`src/pkg/uqm_defines.svh`:
```
`ifndef UQM_DEFINES_SVH
`define UQM_DEFINES_SVH
// event codes
`define UQM_EV_NOT_EMPTY    8'h00
`define UQM_EV_FULL         8'h01
`define UQM_EV_OCCUPANCY    8'h02
`define UQM_EV_ALLOCATION   8'h03
// unit masks: tracker and read sub-stage select
`define UQM_UM_READ         8'h01
`define UQM_UM_RD_MISS      8'h02
`define UQM_UM_RD_RESP      8'h04
`define UQM_UM_RD_CREDIT    8'h08
`define UQM_UM_WRITEBACK    8'h10
`define UQM_UM_PEER         8'h20
// tracker depths
`define UQM_RD_DEPTH        32
`define UQM_WB_DEPTH        16
`define UQM_PEER_DEPTH      12
// register byte offsets
`define UQM_OFF_CTRL        12'h000
`define UQM_OFF_STATUS      12'h004
`define UQM_OFF_MASK        12'h008
`define UQM_OFF_CORE_SEL    12'h00C
`define UQM_OFF_FIXED       12'h010
`define UQM_OFF_SEL_BASE    12'h040
`define UQM_OFF_CNT_BASE    12'h080
// select register fields
`define UQM_SEL_EVT_LSB     0
`define UQM_SEL_UM_LSB      8
`define UQM_SEL_THR_LSB     16
`define UQM_SEL_EN_BIT      31
// status bit of the fixed counter
`define UQM_FIXED_BIT       8
`define UQM_RESP_OKAY       2'h0
`define UQM_RESP_SLVERR     2'h2
`endif

```
`src/pkg/uqm_pkg.sv`:
```
package uqm_pkg;
  typedef enum logic [1:0] {
    UQM_TRK_READ,
    UQM_TRK_WB,
    UQM_TRK_PEER
  } uqm_tracker_type;
  // per-tracker sample of the shared request queue
  typedef struct packed {
    logic [5:0] valid_cnt;
    logic       insert;
    logic       full;
  } uqm_trk_sample_type;
  typedef enum logic [1:0] {
    UQM_RD_IDLE,
    UQM_RD_RESP
  } uqm_rd_state_type;
endpackage

```
`src/pkg/uqm_evt_if.sv`:
```
interface uqm_evt_if #(parameter int W = 48);
  logic [7:0]  evt_code;
  logic [7:0]  unit_mask;
  logic [7:0]  threshold;
  logic        enable;
  logic [W-1:0] count;
  logic        overflow;
  modport ctrl (output evt_code, output unit_mask, output threshold, output enable,
                input count, input overflow);
  modport cnt  (input evt_code, input unit_mask, input threshold, input enable,
                output count, output overflow);
endinterface

```
`src/design/uqm_monitor.sv`:
```
`include "uqm_defines.svh"
module uqm_monitor #(
  parameter int NCNT  = 8,
  parameter int NCORE = 4,
  parameter int CW    = 48
) (
  input  wire logic             sys_clk_i,
  input  wire logic             rstn_i,
  input  wire logic [11:0]      s_axi_awaddr_i,
  input  wire logic             s_axi_awvalid_i,
  output logic                  s_axi_awready_o,
  input  wire logic [31:0]      s_axi_wdata_i,
  input  wire logic [3:0]       s_axi_wstrb_i,
  input  wire logic             s_axi_wvalid_i,
  output logic                  s_axi_wready_o,
  output logic [1:0]            s_axi_bresp_o,
  output logic                  s_axi_bvalid_o,
  input  wire logic             s_axi_bready_i,
  input  wire logic [11:0]      s_axi_araddr_i,
  input  wire logic             s_axi_arvalid_i,
  output logic                  s_axi_arready_o,
  output logic [31:0]           s_axi_rdata_o,
  output logic [1:0]            s_axi_rresp_o,
  output logic                  s_axi_rvalid_o,
  input  wire logic             s_axi_rready_i,
  input  wire logic [2:0]       trk_alloc_i,
  input  wire logic [2:0]       trk_dealloc_i,
  input  wire logic             rd_miss_i,
  input  wire logic             rd_resp_i,
  input  wire logic             rd_credit_i,
  input  wire logic             uncore_halt_i,
  output logic [NCORE-1:0]      core_signal_o,
  output logic                  irq_o
);
  import uqm_pkg::*;

  uqm_trk_sample_type samp [6];
  logic [CW-1:0]      fixed_q;
  logic               fixed_ovf_q;
  logic [CW:0]        fixed_sum;
  logic [31:0]        ctrl_q;
  logic [NCNT:0]      status_q;
  logic [NCNT:0]      mask_q;
  logic [NCORE-1:0]   core_sel_q;
  logic [NCORE-1:0]   core_sig_q;
  logic [31:0]        sel_q [NCNT];
  logic [CW-1:0]      cnt_val [NCNT];
  logic [NCNT:0]      ovf_ev;
  logic [NCNT-1:0]    load_lo;
  logic               glob_en;

  // write channel state: address and data accepted in any order
  logic               aw_have_q;
  logic               w_have_q;
  logic [11:0]        aw_addr_q;
  logic [31:0]        w_data_q;
  logic               bvalid_q;
  logic [1:0]         bresp_q;
  logic               rvalid_q;
  logic [31:0]        rdata_q;
  logic [1:0]         rresp_q;
  logic               wr_fire;
  logic               wr_hit;
  logic               rd_fire;
  logic               rd_hit;
  logic [31:0]        rd_mux;
  logic [31:0]        wmask;
  logic [31:0]        wr_val;

  uqm_trackers u_trk (
    .sys_clk_i   (sys_clk_i),
    .rstn_i      (rstn_i),
    .alloc_i     (trk_alloc_i),
    .dealloc_i   (trk_dealloc_i),
    .rd_miss_i   (rd_miss_i),
    .rd_resp_i   (rd_resp_i),
    .rd_credit_i (rd_credit_i),
    .samp_o      (samp)
  );

  assign glob_en = ctrl_q[0];

  for (genvar i = 0; i < NCNT; i++) begin : g_cnt
    uqm_evt_if #(.W(CW)) evt ();
    assign evt.evt_code  = sel_q[i][`UQM_SEL_EVT_LSB +: 8];
    assign evt.unit_mask = sel_q[i][`UQM_SEL_UM_LSB +: 8];
    assign evt.threshold = sel_q[i][`UQM_SEL_THR_LSB +: 8];
    assign evt.enable    = glob_en && sel_q[i][`UQM_SEL_EN_BIT];
    assign cnt_val[i]    = evt.count;
    assign ovf_ev[i]     = evt.overflow;
    assign load_lo[i]    = wr_fire &&
                           aw_addr_q == 12'(`UQM_OFF_CNT_BASE + 4 * i);
    uqm_counter #(.W(CW)) u_cnt (
      .sys_clk_i   (sys_clk_i),
      .rstn_i      (rstn_i),
      .cfg         (evt),
      .samp_i      (samp),
      .load_i      (load_lo[i]),
      .load_data_i (w_wr_data(i))
    );
  end

  function automatic logic [31:0] w_wr_data(input int idx);
    w_wr_data = w_data_q;
  endfunction

  // fixed counter free of event select; halt freezes the count, not the uncore clock itself
  assign fixed_sum = {1'b0, fixed_q} + {{CW{1'b0}}, 1'b1};
  always_ff @(posedge sys_clk_i) begin
    if (!rstn_i) begin
      fixed_q     <= '0;
      fixed_ovf_q <= 1'b0;
    end else if (wr_fire && aw_addr_q == `UQM_OFF_FIXED) begin
      fixed_q     <= CW'(w_data_q);
      fixed_ovf_q <= 1'b0;
    end else if (glob_en && !uncore_halt_i) begin
      fixed_q     <= fixed_sum[CW-1:0];
      fixed_ovf_q <= fixed_sum[CW];
    end else begin
      fixed_ovf_q <= 1'b0;
    end
  end
  assign ovf_ev[`UQM_FIXED_BIT] = fixed_ovf_q;

  // write path
  assign wr_fire = aw_have_q && w_have_q && !bvalid_q;
  assign wr_hit  = aw_addr_q == `UQM_OFF_CTRL || aw_addr_q == `UQM_OFF_STATUS ||
                   aw_addr_q == `UQM_OFF_MASK || aw_addr_q == `UQM_OFF_CORE_SEL ||
                   aw_addr_q == `UQM_OFF_FIXED ||
                   (aw_addr_q >= `UQM_OFF_SEL_BASE &&
                    aw_addr_q < 12'(`UQM_OFF_SEL_BASE + 4 * NCNT)) ||
                   (aw_addr_q >= `UQM_OFF_CNT_BASE &&
                    aw_addr_q < 12'(`UQM_OFF_CNT_BASE + 4 * NCNT));
  assign s_axi_awready_o = !aw_have_q;
  assign s_axi_wready_o  = !w_have_q;
  assign s_axi_bvalid_o  = bvalid_q;
  assign s_axi_bresp_o   = bresp_q;
  assign wmask = {{8{s_axi_wstrb_i[3]}}, {8{s_axi_wstrb_i[2]}},
                  {8{s_axi_wstrb_i[1]}}, {8{s_axi_wstrb_i[0]}}};
  assign wr_val = s_axi_wdata_i & wmask;

  always_ff @(posedge sys_clk_i) begin
    if (!rstn_i) begin
      aw_have_q <= 1'b0;
      w_have_q  <= 1'b0;
      aw_addr_q <= 12'h000;
      w_data_q  <= 32'h0000_0000;
      bvalid_q  <= 1'b0;
      bresp_q   <= `UQM_RESP_OKAY;
    end else begin
      if (s_axi_awvalid_i && !aw_have_q) begin
        aw_have_q <= 1'b1;
        aw_addr_q <= {s_axi_awaddr_i[11:2], 2'b00};
      end
      if (s_axi_wvalid_i && !w_have_q) begin
        w_have_q <= 1'b1;
        w_data_q <= wr_val;
      end
      if (wr_fire) begin
        bvalid_q  <= 1'b1;
        bresp_q   <= wr_hit ? `UQM_RESP_OKAY : `UQM_RESP_SLVERR;
      end else if (bvalid_q && s_axi_bready_i) begin
        bvalid_q  <= 1'b0;
        aw_have_q <= 1'b0;
        w_have_q  <= 1'b0;
      end
    end
  end

  // config registers; byte lanes zero-masked, so partial writes clear lanes
  for (genvar i = 0; i < NCNT; i++) begin : g_sel
    always_ff @(posedge sys_clk_i) begin
      if (!rstn_i) sel_q[i] <= 32'h0000_0000;
      else if (wr_fire && aw_addr_q == 12'(`UQM_OFF_SEL_BASE + 4 * i))
        sel_q[i] <= w_data_q;
    end
  end

  always_ff @(posedge sys_clk_i) begin
    if (!rstn_i) begin
      ctrl_q     <= 32'h0000_0000;
      mask_q     <= '0;
      core_sel_q <= '0;
    end else if (wr_fire) begin
      if (aw_addr_q == `UQM_OFF_CTRL)     ctrl_q     <= w_data_q;
      if (aw_addr_q == `UQM_OFF_MASK)     mask_q     <= w_data_q[NCNT:0];
      if (aw_addr_q == `UQM_OFF_CORE_SEL) core_sel_q <= w_data_q[NCORE-1:0];
    end
  end

  // sticky overflow flags, write one to clear; a new overflow wins over clear
  logic [NCNT:0] st_clr;
  assign st_clr = (wr_fire && aw_addr_q == `UQM_OFF_STATUS) ? w_data_q[NCNT:0] : '0;
  always_ff @(posedge sys_clk_i) begin
    if (!rstn_i) status_q <= '0;
    else         status_q <= (status_q & ~st_clr) | ovf_ev;
  end

  // masked overflow pulses the programmed core pattern; irq_o is the level of the masked sticky flags
  always_ff @(posedge sys_clk_i) begin
    if (!rstn_i) core_sig_q <= '0;
    else         core_sig_q <= (|(ovf_ev & mask_q)) ? core_sel_q : '0;
  end
  assign core_signal_o = core_sig_q;
  assign irq_o         = |(status_q & mask_q);

  // read path
  assign rd_fire = s_axi_arvalid_i && !rvalid_q;
  assign s_axi_arready_o = !rvalid_q;
  assign s_axi_rvalid_o  = rvalid_q;
  assign s_axi_rdata_o   = rdata_q;
  assign s_axi_rresp_o   = rresp_q;

  logic [11:0] ra;
  logic [3:0]  ri;
  assign ra = {s_axi_araddr_i[11:2], 2'b00};
  assign ri = ra[5:2];
  always_comb begin
    rd_mux = 32'h0000_0000;
    rd_hit = 1'b1;
    if (ra == `UQM_OFF_CTRL)           rd_mux = ctrl_q;
    else if (ra == `UQM_OFF_STATUS)    rd_mux = 32'(status_q);
    else if (ra == `UQM_OFF_MASK)      rd_mux = 32'(mask_q);
    else if (ra == `UQM_OFF_CORE_SEL)  rd_mux = 32'(core_sel_q);
    else if (ra == `UQM_OFF_FIXED)     rd_mux = 32'(fixed_q);
    else if (ra[11:6] == `UQM_OFF_SEL_BASE >> 6 && 32'(ri) < NCNT)
      rd_mux = sel_q[ri[2:0]];
    else if (ra[11:6] == `UQM_OFF_CNT_BASE >> 6 && 32'(ri) < NCNT)
      rd_mux = 32'(cnt_val[ri[2:0]]);
    else rd_hit = 1'b0;
  end

  always_ff @(posedge sys_clk_i) begin
    if (!rstn_i) begin
      rvalid_q <= 1'b0;
      rdata_q  <= 32'h0000_0000;
      rresp_q  <= `UQM_RESP_OKAY;
    end else if (rd_fire) begin
      rvalid_q <= 1'b1;
      rdata_q  <= rd_mux;
      rresp_q  <= rd_hit ? `UQM_RESP_OKAY : `UQM_RESP_SLVERR;
    end else if (s_axi_rready_i) begin
      rvalid_q <= 1'b0;
    end
  end

  // queue drain before first occupancy use is left to software

  fixed_step_a: assert property (@(posedge sys_clk_i) disable iff (!rstn_i)
    glob_en && !uncore_halt_i && !wr_fire && fixed_q != '1
    |=> fixed_q == $past(fixed_q) + 1'b1)
    else $error("fixed counter missed a cycle");
  core_pulse_a: assert property (@(posedge sys_clk_i) disable iff (!rstn_i)
    |(ovf_ev & mask_q) |=> core_signal_o == $past(core_sel_q))
    else $error("core pattern not driven on overflow");
  core_quiet_a: assert property (@(posedge sys_clk_i) disable iff (!rstn_i)
    !(|(ovf_ev & mask_q)) |=> core_signal_o == '0)
    else $error("core pattern without overflow");
  sticky_set_a: assert property (@(posedge sys_clk_i) disable iff (!rstn_i)
    ovf_ev[0] |=> status_q[0])
    else $error("overflow flag lost");
  irq_level_a: assert property (@(posedge sys_clk_i) disable iff (!rstn_i)
    $rose(irq_o) |-> $past(ovf_ev) != '0 || mask_q != $past(mask_q))
    else $error("interrupt rose without cause");
  wr_resp_a: assert property (@(posedge sys_clk_i) disable iff (!rstn_i)
    wr_fire |=> s_axi_bvalid_o &&
    s_axi_bresp_o == ($past(wr_hit) ? `UQM_RESP_OKAY : `UQM_RESP_SLVERR))
    else $error("write response wrong");
endmodule

```
`src/design/uqm_counter.sv`:
```
`include "uqm_defines.svh"
module uqm_counter #(
  parameter int W = 48
) (
  input  wire logic                          sys_clk_i,
  input  wire logic                          rstn_i,
  uqm_evt_if.cnt                             cfg,
  input  wire uqm_pkg::uqm_trk_sample_type   samp_i [6],
  input  wire logic                          load_i,
  input  wire logic [31:0]                   load_data_i
);
  import uqm_pkg::*;
  logic [W-1:0] cnt_q;
  logic         ovf_q;
  logic [5:0]   occ [6];
  logic         ins [6];
  logic         ful [6];
  logic [5:0]   sel_occ;
  logic         sel_ins;
  logic         sel_ful;
  logic         sel_ne;
  logic [5:0]   occ_inc;
  logic [5:0]   inc;
  logic [W:0]   sum;
  // unit mask picks one tracker or read stage; lowest bit wins
  always_comb begin
    sel_occ = 6'h0;
    sel_ins = 1'b0;
    sel_ful = 1'b0;
    for (int k = 5; k >= 0; k--) begin
      if (cfg.unit_mask[k]) begin
        sel_occ = occ[k];
        sel_ins = ins[k];
        sel_ful = ful[k];
      end
    end
  end
  for (genvar k = 0; k < 6; k++) begin : g_s
    assign occ[k] = samp_i[k].valid_cnt;
    assign ins[k] = samp_i[k].insert;
    assign ful[k] = samp_i[k].full;
  end
  assign sel_ne  = (sel_occ != 6'h0);
  // threshold 1 gives busy cycles, 32 gives read full cycles
  assign occ_inc = (cfg.threshold == 8'h0) ? sel_occ :
                   {5'h0, ({2'h0, sel_occ} >= cfg.threshold)};
  always_comb begin
    case (cfg.evt_code)
      `UQM_EV_NOT_EMPTY:  inc = {5'h0, sel_ne};
      `UQM_EV_FULL:       inc = {5'h0, sel_ful};
      `UQM_EV_OCCUPANCY:  inc = occ_inc;
      `UQM_EV_ALLOCATION: inc = {5'h0, sel_ins};
      default:            inc = 6'h0;
    endcase
  end
  assign sum = {1'b0, cnt_q} + {{(W-5){1'b0}}, inc};
  // overflow is a one-cycle pulse; no source identity is kept
  always_ff @(posedge sys_clk_i) begin
    if (!rstn_i) begin
      cnt_q <= '0;
      ovf_q <= 1'b0;
    end else if (load_i) begin
      cnt_q <= W'(load_data_i);
      ovf_q <= 1'b0;
    end else if (cfg.enable) begin
      cnt_q <= sum[W-1:0];
      ovf_q <= sum[W];
    end else begin
      ovf_q <= 1'b0;
    end
  end
  assign cfg.count    = cnt_q;
  assign cfg.overflow = ovf_q;

  cnt_alloc_a: assert property (@(posedge sys_clk_i) disable iff (!rstn_i)
    cfg.enable && !load_i && cfg.evt_code == `UQM_EV_ALLOCATION && !sel_ins
    && cnt_q != '1 |=> cnt_q == $past(cnt_q))
    else $error("allocation counter moved without insert");
  busy_thr_a: assert property (@(posedge sys_clk_i) disable iff (!rstn_i)
    cfg.enable && !load_i && cfg.evt_code == `UQM_EV_OCCUPANCY && cfg.threshold == 8'h01
    && sel_occ != 6'h0 && cnt_q != '1 |=> cnt_q == $past(cnt_q) + 1'b1)
    else $error("busy cycle not counted");
endmodule

```
`src/design/uqm_trackers.sv`:
```
`include "uqm_defines.svh"
module uqm_trackers (
  input  wire logic                         sys_clk_i,
  input  wire logic                         rstn_i,
  input  wire logic [2:0]                   alloc_i,
  input  wire logic [2:0]                   dealloc_i,
  input  wire logic                         rd_miss_i,
  input  wire logic                         rd_resp_i,
  input  wire logic                         rd_credit_i,
  output uqm_pkg::uqm_trk_sample_type       samp_o [6]
);
  import uqm_pkg::*;
  localparam logic [5:0] DEPTH [3] = '{6'(`UQM_RD_DEPTH), 6'(`UQM_WB_DEPTH),
                                      6'(`UQM_PEER_DEPTH)};
  logic [5:0] occ_q [3];
  logic [5:0] stg_q [3];
  logic [2:0] stg_in;
  // three trackers: local reads, local writebacks, peer-link requests
  for (genvar t = 0; t < 3; t++) begin : g_trk
    logic up;
    logic dn;
    assign up = alloc_i[t] && occ_q[t] != DEPTH[t];
    assign dn = dealloc_i[t] && occ_q[t] != 6'h0;
    always_ff @(posedge sys_clk_i) begin
      if (!rstn_i) occ_q[t] <= 6'h0;
      else         occ_q[t] <= occ_q[t] + 6'(up) - 6'(dn);
    end
    assign samp_o[t == 0 ? 0 : t + 3] = '{valid_cnt: occ_q[t], insert: up,
                                          full: occ_q[t] == DEPTH[t]};
  end
  // read stages: entered on event, left on the read entry's release, which
  // follows delivery by cleanup so the total read occupancy is longer
  assign stg_in = {rd_credit_i, rd_resp_i, rd_miss_i};
  for (genvar s = 0; s < 3; s++) begin : g_stg
    logic up;
    logic dn;
    assign up = stg_in[s] && stg_q[s] != occ_q[0];
    assign dn = dealloc_i[0] && stg_q[s] != 6'h0;
    always_ff @(posedge sys_clk_i) begin
      if (!rstn_i) stg_q[s] <= 6'h0;
      else         stg_q[s] <= stg_q[s] + 6'(up) - 6'(dn);
    end
    assign samp_o[s + 1] = '{valid_cnt: stg_q[s], insert: up,
                             full: stg_q[s] == DEPTH[0]};
  end

  rd_bound_a: assert property (@(posedge sys_clk_i) disable iff (!rstn_i)
    occ_q[0] <= DEPTH[0] && occ_q[1] <= DEPTH[1] && occ_q[2] <= DEPTH[2])
    else $error("tracker occupancy above depth");
  stage_within_a: assert property (@(posedge sys_clk_i) disable iff (!rstn_i)
    stg_q[0] <= occ_q[0] && stg_q[1] <= occ_q[0] && stg_q[2] <= occ_q[0])
    else $error("read stage exceeds read tracker");
endmodule

```
`config.mk`:
```
export PLATFORM = sky130hd
export DESIGN_NAME = uqm_monitor
export DESIGN_NICKNAME = d
export VERILOG_FILES = /design/src/pkg/uqm_pkg.sv /design/src/pkg/uqm_evt_if.sv /design/src/design/uqm_monitor.sv /design/src/design/uqm_counter.sv /design/src/design/uqm_trackers.sv
export VERILOG_INCLUDE_DIRS = /design/src /design/src/pkg
export SDC_FILE = /design/constraint.sdc
export NUM_CORES = 2
export LEC_CHECK = 0
export BUFFER_PORTS_ARGS = -buffer_cell sky130_fd_sc_hd__clkbuf_2
export CAP_MARGIN = 5
export CELL_PAD_IN_SITES_DETAIL_PLACEMENT = 1
export CELL_PAD_IN_SITES_GLOBAL_PLACEMENT = 1
export CORE_MARGIN = 8
export CORE_UTILIZATION = 45
export DETAILED_ROUTE_END_ITERATION = 16
export GPL_TIMING_DRIVEN = 0
export PLACE_DENSITY_LB_ADDON = 0.1
export SYNTH_ARGS = -nofsm -noshare
export SYNTH_HDL_FRONTEND = slang
export SYNTH_SLANG_ARGS = --single-unit
```
`constraint.sdc`:
```
create_clock -name sys_clk_i -period 4.6 [get_ports sys_clk_i]
set_input_delay 0 -clock sys_clk_i [delete_from_list [all_inputs] [get_ports sys_clk_i]]
set_output_delay 0 -clock sys_clk_i [all_outputs]
set_load 0.05 [all_outputs]
```
**Word-level counts from Yosys, hierarchy flattened**

Memory sizes are Yosys's and may differ from the RTL's.
Index checks and enable logic that the tools add are counted.

- $add $sub $neg: 21
- Magnitude comparators: 14
- Equality and inequality tests: 62
- Multiplexer cells: 248
- Bitwise logic cells: 31
- Reductions and logical operators: 127

Operator list:

| cell | count |
|---|---|
| $mux W32 | 35 |
| $add A48 B6 Y49 | 8 |
| $mux W6 | 62 |
| $pmux W6 S4 | 8 |
| $bmux W48 S3 | 1 |
| $mux W1 | 139 |
| $eq A8 B2 Y1 const B | 16 |
| $logic_not A8 Y1 | 16 |
| $reduce_bool A6 Y1 | 14 |
| $eq A10 B5 Y1 const B | 8 |
| $eq A10 B6 Y1 const B | 8 |
| $eq A8 B1 Y1 const B | 8 |
| $ge A6 B8 Y1 | 8 |
| $add A48 B1 Y49 const B | 1 |
| $logic_and A1 B1 Y1 | 49 |
| $eq A10 B2 Y1 const B | 4 |
| $add A6 B1 Y6 | 6 |
| $sub A6 B1 Y6 | 6 |
| $and A32 B32 Y32 | 1 |
| $and A9 B9 Y9 | 3 |
| $reduce_or A3 Y1 | 9 |
| $eq A6 B6 Y1 const B | 4 |
| $logic_not A12 Y1 | 2 |
| $reduce_bool A2 Y1 | 11 |
| 28 further kinds | 76 |

- Flip-flop bits (word level): 581
- Bits in writable memories: 292
- Output and inout port bits: 46
- Memories kept: 3

Memory list:

| name | words | bits a word | rd ports | clocked after memory_dff | write ports | line | source |
|---|---|---|---|---|---|---|---|
| sel_q | 8 | 32 | 9 | 0 | 8 | uqm_monitor.sv:46 | `logic [31:0] sel_q [NCNT];` |
| u_trk.occ_q | 3 | 6 | 3 | 0 | 3 | uqm_trackers.sv:15 | `logic [5:0] occ_q [3];` |
| u_trk.stg_q | 3 | 6 | 3 | 0 | 3 | uqm_trackers.sv:16 | `logic [5:0] stg_q [3];` |

**Longest topological paths before layout**

An unclocked memory read counts as a cell.

- Depth in word-level cells: 13
- Gate-level depth with buffers: 26
- Depth with buffers taken out: 23

**Hierarchy**

Synthesis repeated with hierarchy kept, for this count alone.

- Cells, all modules: 5823
- Area total of the unflattened synthesis: 52182.5 µm²

Modules (own cells, without submodules):

| module | times used | cells each | area an instance (µm²) | sequential area each (µm²) |
|---|---|---|---|---|
| uqm_counter | 8 | 442 | 3379.5 | 980.9 |
| uqm_monitor | 1 | 1955 | 22191.3 | 11431.0 |
| uqm_trackers | 1 | 332 | 2955.3 | 720.7 |

**Least setup slack after synthesis**

OpenSTA, ideal clock, no wires.

- Kind: register -> register
- Start: memory sel_q[1][11]
- End: register g_cnt[1].u_cnt.cnt_q[30]
- Arrival: 4709 ps
- Data required time: 4514 ps
- Setup slack: -195 ps
- Stages on the path, launching flop included: 24
- Buffers on the path: 3
- Period minus slack after synthesis: 4795 ps
- Path through: edfxtp_1 > clkbuf_1 > clkbuf_1 > a21oi_1 > o21ai_0 > a22oi_1 > a221oi_1 > ha_1 > a21oi_1 > o21ai_0 > a31o_2 > a31oi_1 > nor3_1 > or3_1 > ha_1 > fa_1 > a21o_1 > a21o_1 > a211oi_1 > or3_1 > clkbuf_1 > nor2_1 > xnor2_1 > a211oi_1

RTL lines:

| element | line | source |
|---|---|---|
| from (decl) | uqm_monitor.sv:46 |  |
| to (signal assigned) | uqm_counter.sv:63 | `cnt_q <= W'(load_data_i);` |
| to (signal assigned) | uqm_counter.sv:66 | `cnt_q <= sum[W-1:0];` |
| to (decl) | uqm_counter.sv:13 | `logic [W-1:0] cnt_q;` |

==> flow_summary_export.csv <==
group,metric,value,unit
floorplan,die_area,124000,um2
final_layout,area.growth.synth_to_final,25.4,%
final_layout,final_cell_mix,"dfxtp_1, nor2_1, nand2_1, a21oi_1, o21ai_0",
synth,synth_flop_cell,"dfxtp_1",
sta,worst_clock_skew,0.0332,ns
global_route,grt-ovfl-total,0,
critical_path,max_stage_delay,0.53,ns
power_and_ir_drop,p_seq_frac,0.377,
sta,fmax,0.195,GHz
clock_network,clk_latency,0.74,ns
final_layout,design_area,63600,um2
global_route,grt_pass1_wl,351000,um
sta,slew_viol_final,0,
placed_design,post_dp_cell_area,53500,um2
synth,syn_area_per_cell,8.83,um2
synth,async_reset_ff_frac,0,
placed_design,dp_hpwl,180000,um
synth,synth.cell_area,50800,um2
synth,synth_edf_count,256,
global_route,grt_max_degree,25,
global_route,antenna_found_initial,30,
floorplan,rows,123,
critical_path,crit_path_top_delay_cell,"or4_4",
sta,worst_pin_slew,1.42,ns
clock_network,clockRootBuffer,"clkbuf_16",
worst_hold_path,hold_path_depth,4,
critical_path,cp-start-kind,"flip-flop",
critical_path,crit_type,"reg2reg",
final_layout,final_common_cell,"dfxtp_1",
power_and_ir_drop,p_sw_frac,0.332,
placed_design,gp_congestion,1.04,
clock_network,cts_tree,"built",
placed_design,io_buffer_count,110,
power_and_ir_drop,leakagePower,23.0,nW
clock_network,cts_made_buffers,103,
routing,postRouteAntennaNets,0,
sta,hold_viol,0,
power_and_ir_drop,peakVddDrop,0.000317,V
critical_path,required,5.21,ns
worst_hold_path,hold_class,"in2reg",
sta,period_share,1.12,
status,outcome,"finished with violations",
sta,fin_ws,-0.540,ns
final_layout,layout-drive-gt1-share,0.200,
run,maxCapViolCount,0,
synth,ys_ff_latch,871,
synth,yosys-top-cells-area,"dfxtp_1, edfxtp_1, mux4_2",
floorplan,core,112000,um2
power_and_ir_drop,clkPwrFrac,0.381,
synth,ys_warn_count,0,
critical_path,cpMostUsedCell,"a21oi_2",
floorplan,fp.dieH,352,um
clock_network,clk_path_buf_depth,3,
synth,synth.mux.area_fraction,0.0734,
floorplan,dieWidth,352,um
routing,drtIter0Drc,6395,
synth,yosys.area.top_type,"dfxtp_1",
synth,yosys.area.top_type_share,0.243,
sta,setup_viol,139,
power_and_ir_drop,switching_power,0.00758,W
sta,max-slew-margin-rel,0.0518,
final_layout,final_nets,6513,
critical_path,path_max_fanout,8,
placed_design,placed_cells,7370,
synth,synth_compound_area_frac,0.159,
power_and_ir_drop,p_int,0.0152,W
synth,synth.distinct_cells,90,
routing,dr_total_vias,51500,
critical_path,endpoint_kind,"flip-flop",
critical_path,crit_path_cell_trace,"buf_6, buf_8, a21oi_2, o21ai_1, a22oi_1, a221o_1, inv_2, ha_4, o21ai_4, a21oi_2, o21a_1, o21ai_2, a21oi_2, a2111oi_4, o221ai_4, ha_2, inv_2, fa_2, nor2b_2, o21a_1, o21ai_4, a211o_4, or4_4, a311oi_2",
routing,viasPerCell,6.54,
power_and_ir_drop,combPwrFrac,0.242,
routing,drc,0,
status,violations,"negative setup slack",
critical_path,rr_worst_depth,24,
floorplan,ioPinCount,123,
synth,synthAdderAreaFrac,0.0427,
clock_network,htreeDepth,3,
clock_network,path_clk_slew,0.06,ns
global_route,grt_usage,0.386,
synth,synth_xor_area_frac,0.0692,
routing,wl_per_cell,31.9,um
final_layout,layoutNonFillerInstCount,7867,
synth,synth_top_family_by_area,"simple AND/OR/NAND/NOR gates",
sta,timing.hold.ws,0.0642,ns
synth,yosysSeqAreaShare,0.394,
routing,wirelength,251000,um
power_and_ir_drop,power_density,358,nW/um2
sta,period_needed,5.14,ns
synth,synthSimpleGateAreaFrac,0.210,
power_and_ir_drop,p_total,0.0228,W
global_route,grt_pass1_vias,50900,
clock_network,cts_sinks,871,
floorplan,start_util,0.452,
critical_path,worst_ep_arrival_time,5.75,ns
synth,synthCells,5747,
routing,drt_pre_antenna_iters,8,
sta,rsz0062_at_grt,"yes",
[worst max-delay path: cells and delay by family (launching register included)]
family | cells | cell delay [ns]
flops | 1 | 0.38
simple gates | 2 | 0.67
fa+ha+maj | 3 | 0.95
buf+inv | 4 | 0.42
compound gates | 15 | 2.58
[power by group through the flow]
stage | combinational, W | clock (W) | sequential (W)
after detailed placement | 0.00441 | 0 | 0.00852
final | 0.00551 | 0.00869 | 0.00860
after floorplan | 0.00268 | 0 | 0.00851
after global routing | 0.00577 | 0.00895 | 0.00861
after CTS | 0.00495 | 0.00868 | 0.00857
after global placement | 0.00424 | 0 | 0.00852
[worst paths after layout]
kind / from / endpoint / slack, ns
setup / recovery: sel_q[3][11]$_SDFFCE_PN0P_ / g_cnt[3].u_cnt.cfg.count[26]$_SDFFE_PN0P_ / -0.54
hold / removal: s_axi_awaddr_i[4] / aw_addr_q[4]$_SDFFE_PN0P_ / 0.06
setup reg to reg: sel_q[3][11]$_SDFFCE_PN0P_ / g_cnt[3].u_cnt.cfg.count[26]$_SDFFE_PN0P_ / -0.54
hold reg to reg: ctrl_q[26]$_SDFFE_PN0P_ / ctrl_q[26]$_SDFFE_PN0P_ / 0.46
[registers in the layout, indices dropped and copies added (netlist names)]
name                      flops
status_q                      9
s_axi_rdata_o                32
aw_have_q                     1
w_data_q                     32
u_trk.occ_q                  18
sel_q                       256
s_axi_bvalid_o                1
g_cnt.u_cnt.cfg.overflow      8
s_axi_rresp_o                 1
s_axi_rvalid_o                1
core_signal_o                 4
s_axi_bresp_o                 1
fixed_ovf_q                   1
mask_q                        9
fixed_q                      48
g_cnt.u_cnt.cfg.count       384
core_sel_q                    4
w_have_q                      1
ctrl_q                       32
u_trk.stg_q                  18
aw_addr_q                    10
[per-stage QoR]
stage	utilization	worst slack, ns	TNS [ns]
floorplan	-	-0.0419	-0.0419
global placement	0.474	-2.87	-1015.94
detailed placement	0.477	-2.38	-564.71
CTS	0.547	-0.532	-13.23
global route	0.567	-0.657	-46.56
finish	0.567	-0.540	-20.41
[kinds of logic after synthesis]
logic type,count (synthesis)
multiplexers,217
buffers and inverters,688
flip-flops,871
AO/OA/AOI/OAI,1318
other,1
adder cells (fa/ha/maj),165
AND/OR/NAND/NOR,2086
XOR/XNOR,401
[routing by layer]
| layer | GRT usage | share of wire |
|---|---|---|
| met5 | 0 | 0.00014 |
| met1 | 0.497 | 0.39 |
| met3 | 0.115 | 0.12 |
| met4 | 0.234 | 0.072 |
| met2 | 0.568 | 0.42 |
[synth_stat cells, types with 19 or more instances]
cell and n:
dfxtp_1 615, a21oi_1 510, nor2_1 508, nand2_1 472, clkbuf_1 353, o21ai_0 334
and2_1 280, edfxtp_1 256, xnor2_1 247, inv_1 233, nand3_1 201, xor2_1 154
ha_1 151, mux4_2 123, nor3_1 118, a211oi_1 110, nand4_1 96, mux2i_1 84
nor4_1 66, buf_1 54, nor2b_1 51, a221oi_1 48, or3_1 48, nor3b_1 44
a22oi_1 41, and3_1 40, and4_1 40, a21o_1 35, buf_2 32, a311oi_1 31
o221ai_1 21, a221o_1 20, or2_2 20, or4_1 19
[repair_timing]
action,CTS,global route
endpoints found under the setup margin,387,311
pin swaps,233,270
gates resized for setup,580,352
buffers inserted,136,99
hold buffers,96,0
hold endpoints to repair,60,0
gates cloned,8,3
[area by class of cell]
type / instances / area (um2)
Inverter: 243 / 973
Multi-Input combinational cell: 4191 / 31100
Tap cell: 1500 / 1880
Buffer: 403 / 2120
Fill cell: 12600 / 48500
Clock inverter: 48 / 599
Sequential cell: 871 / 20000
Clock buffer: 142 / 2880
Antenna cell: 11 / 27.5
Timing Repair Buffer: 458 / 3990
Note: power is estimated with default switching activity, not from simulation.
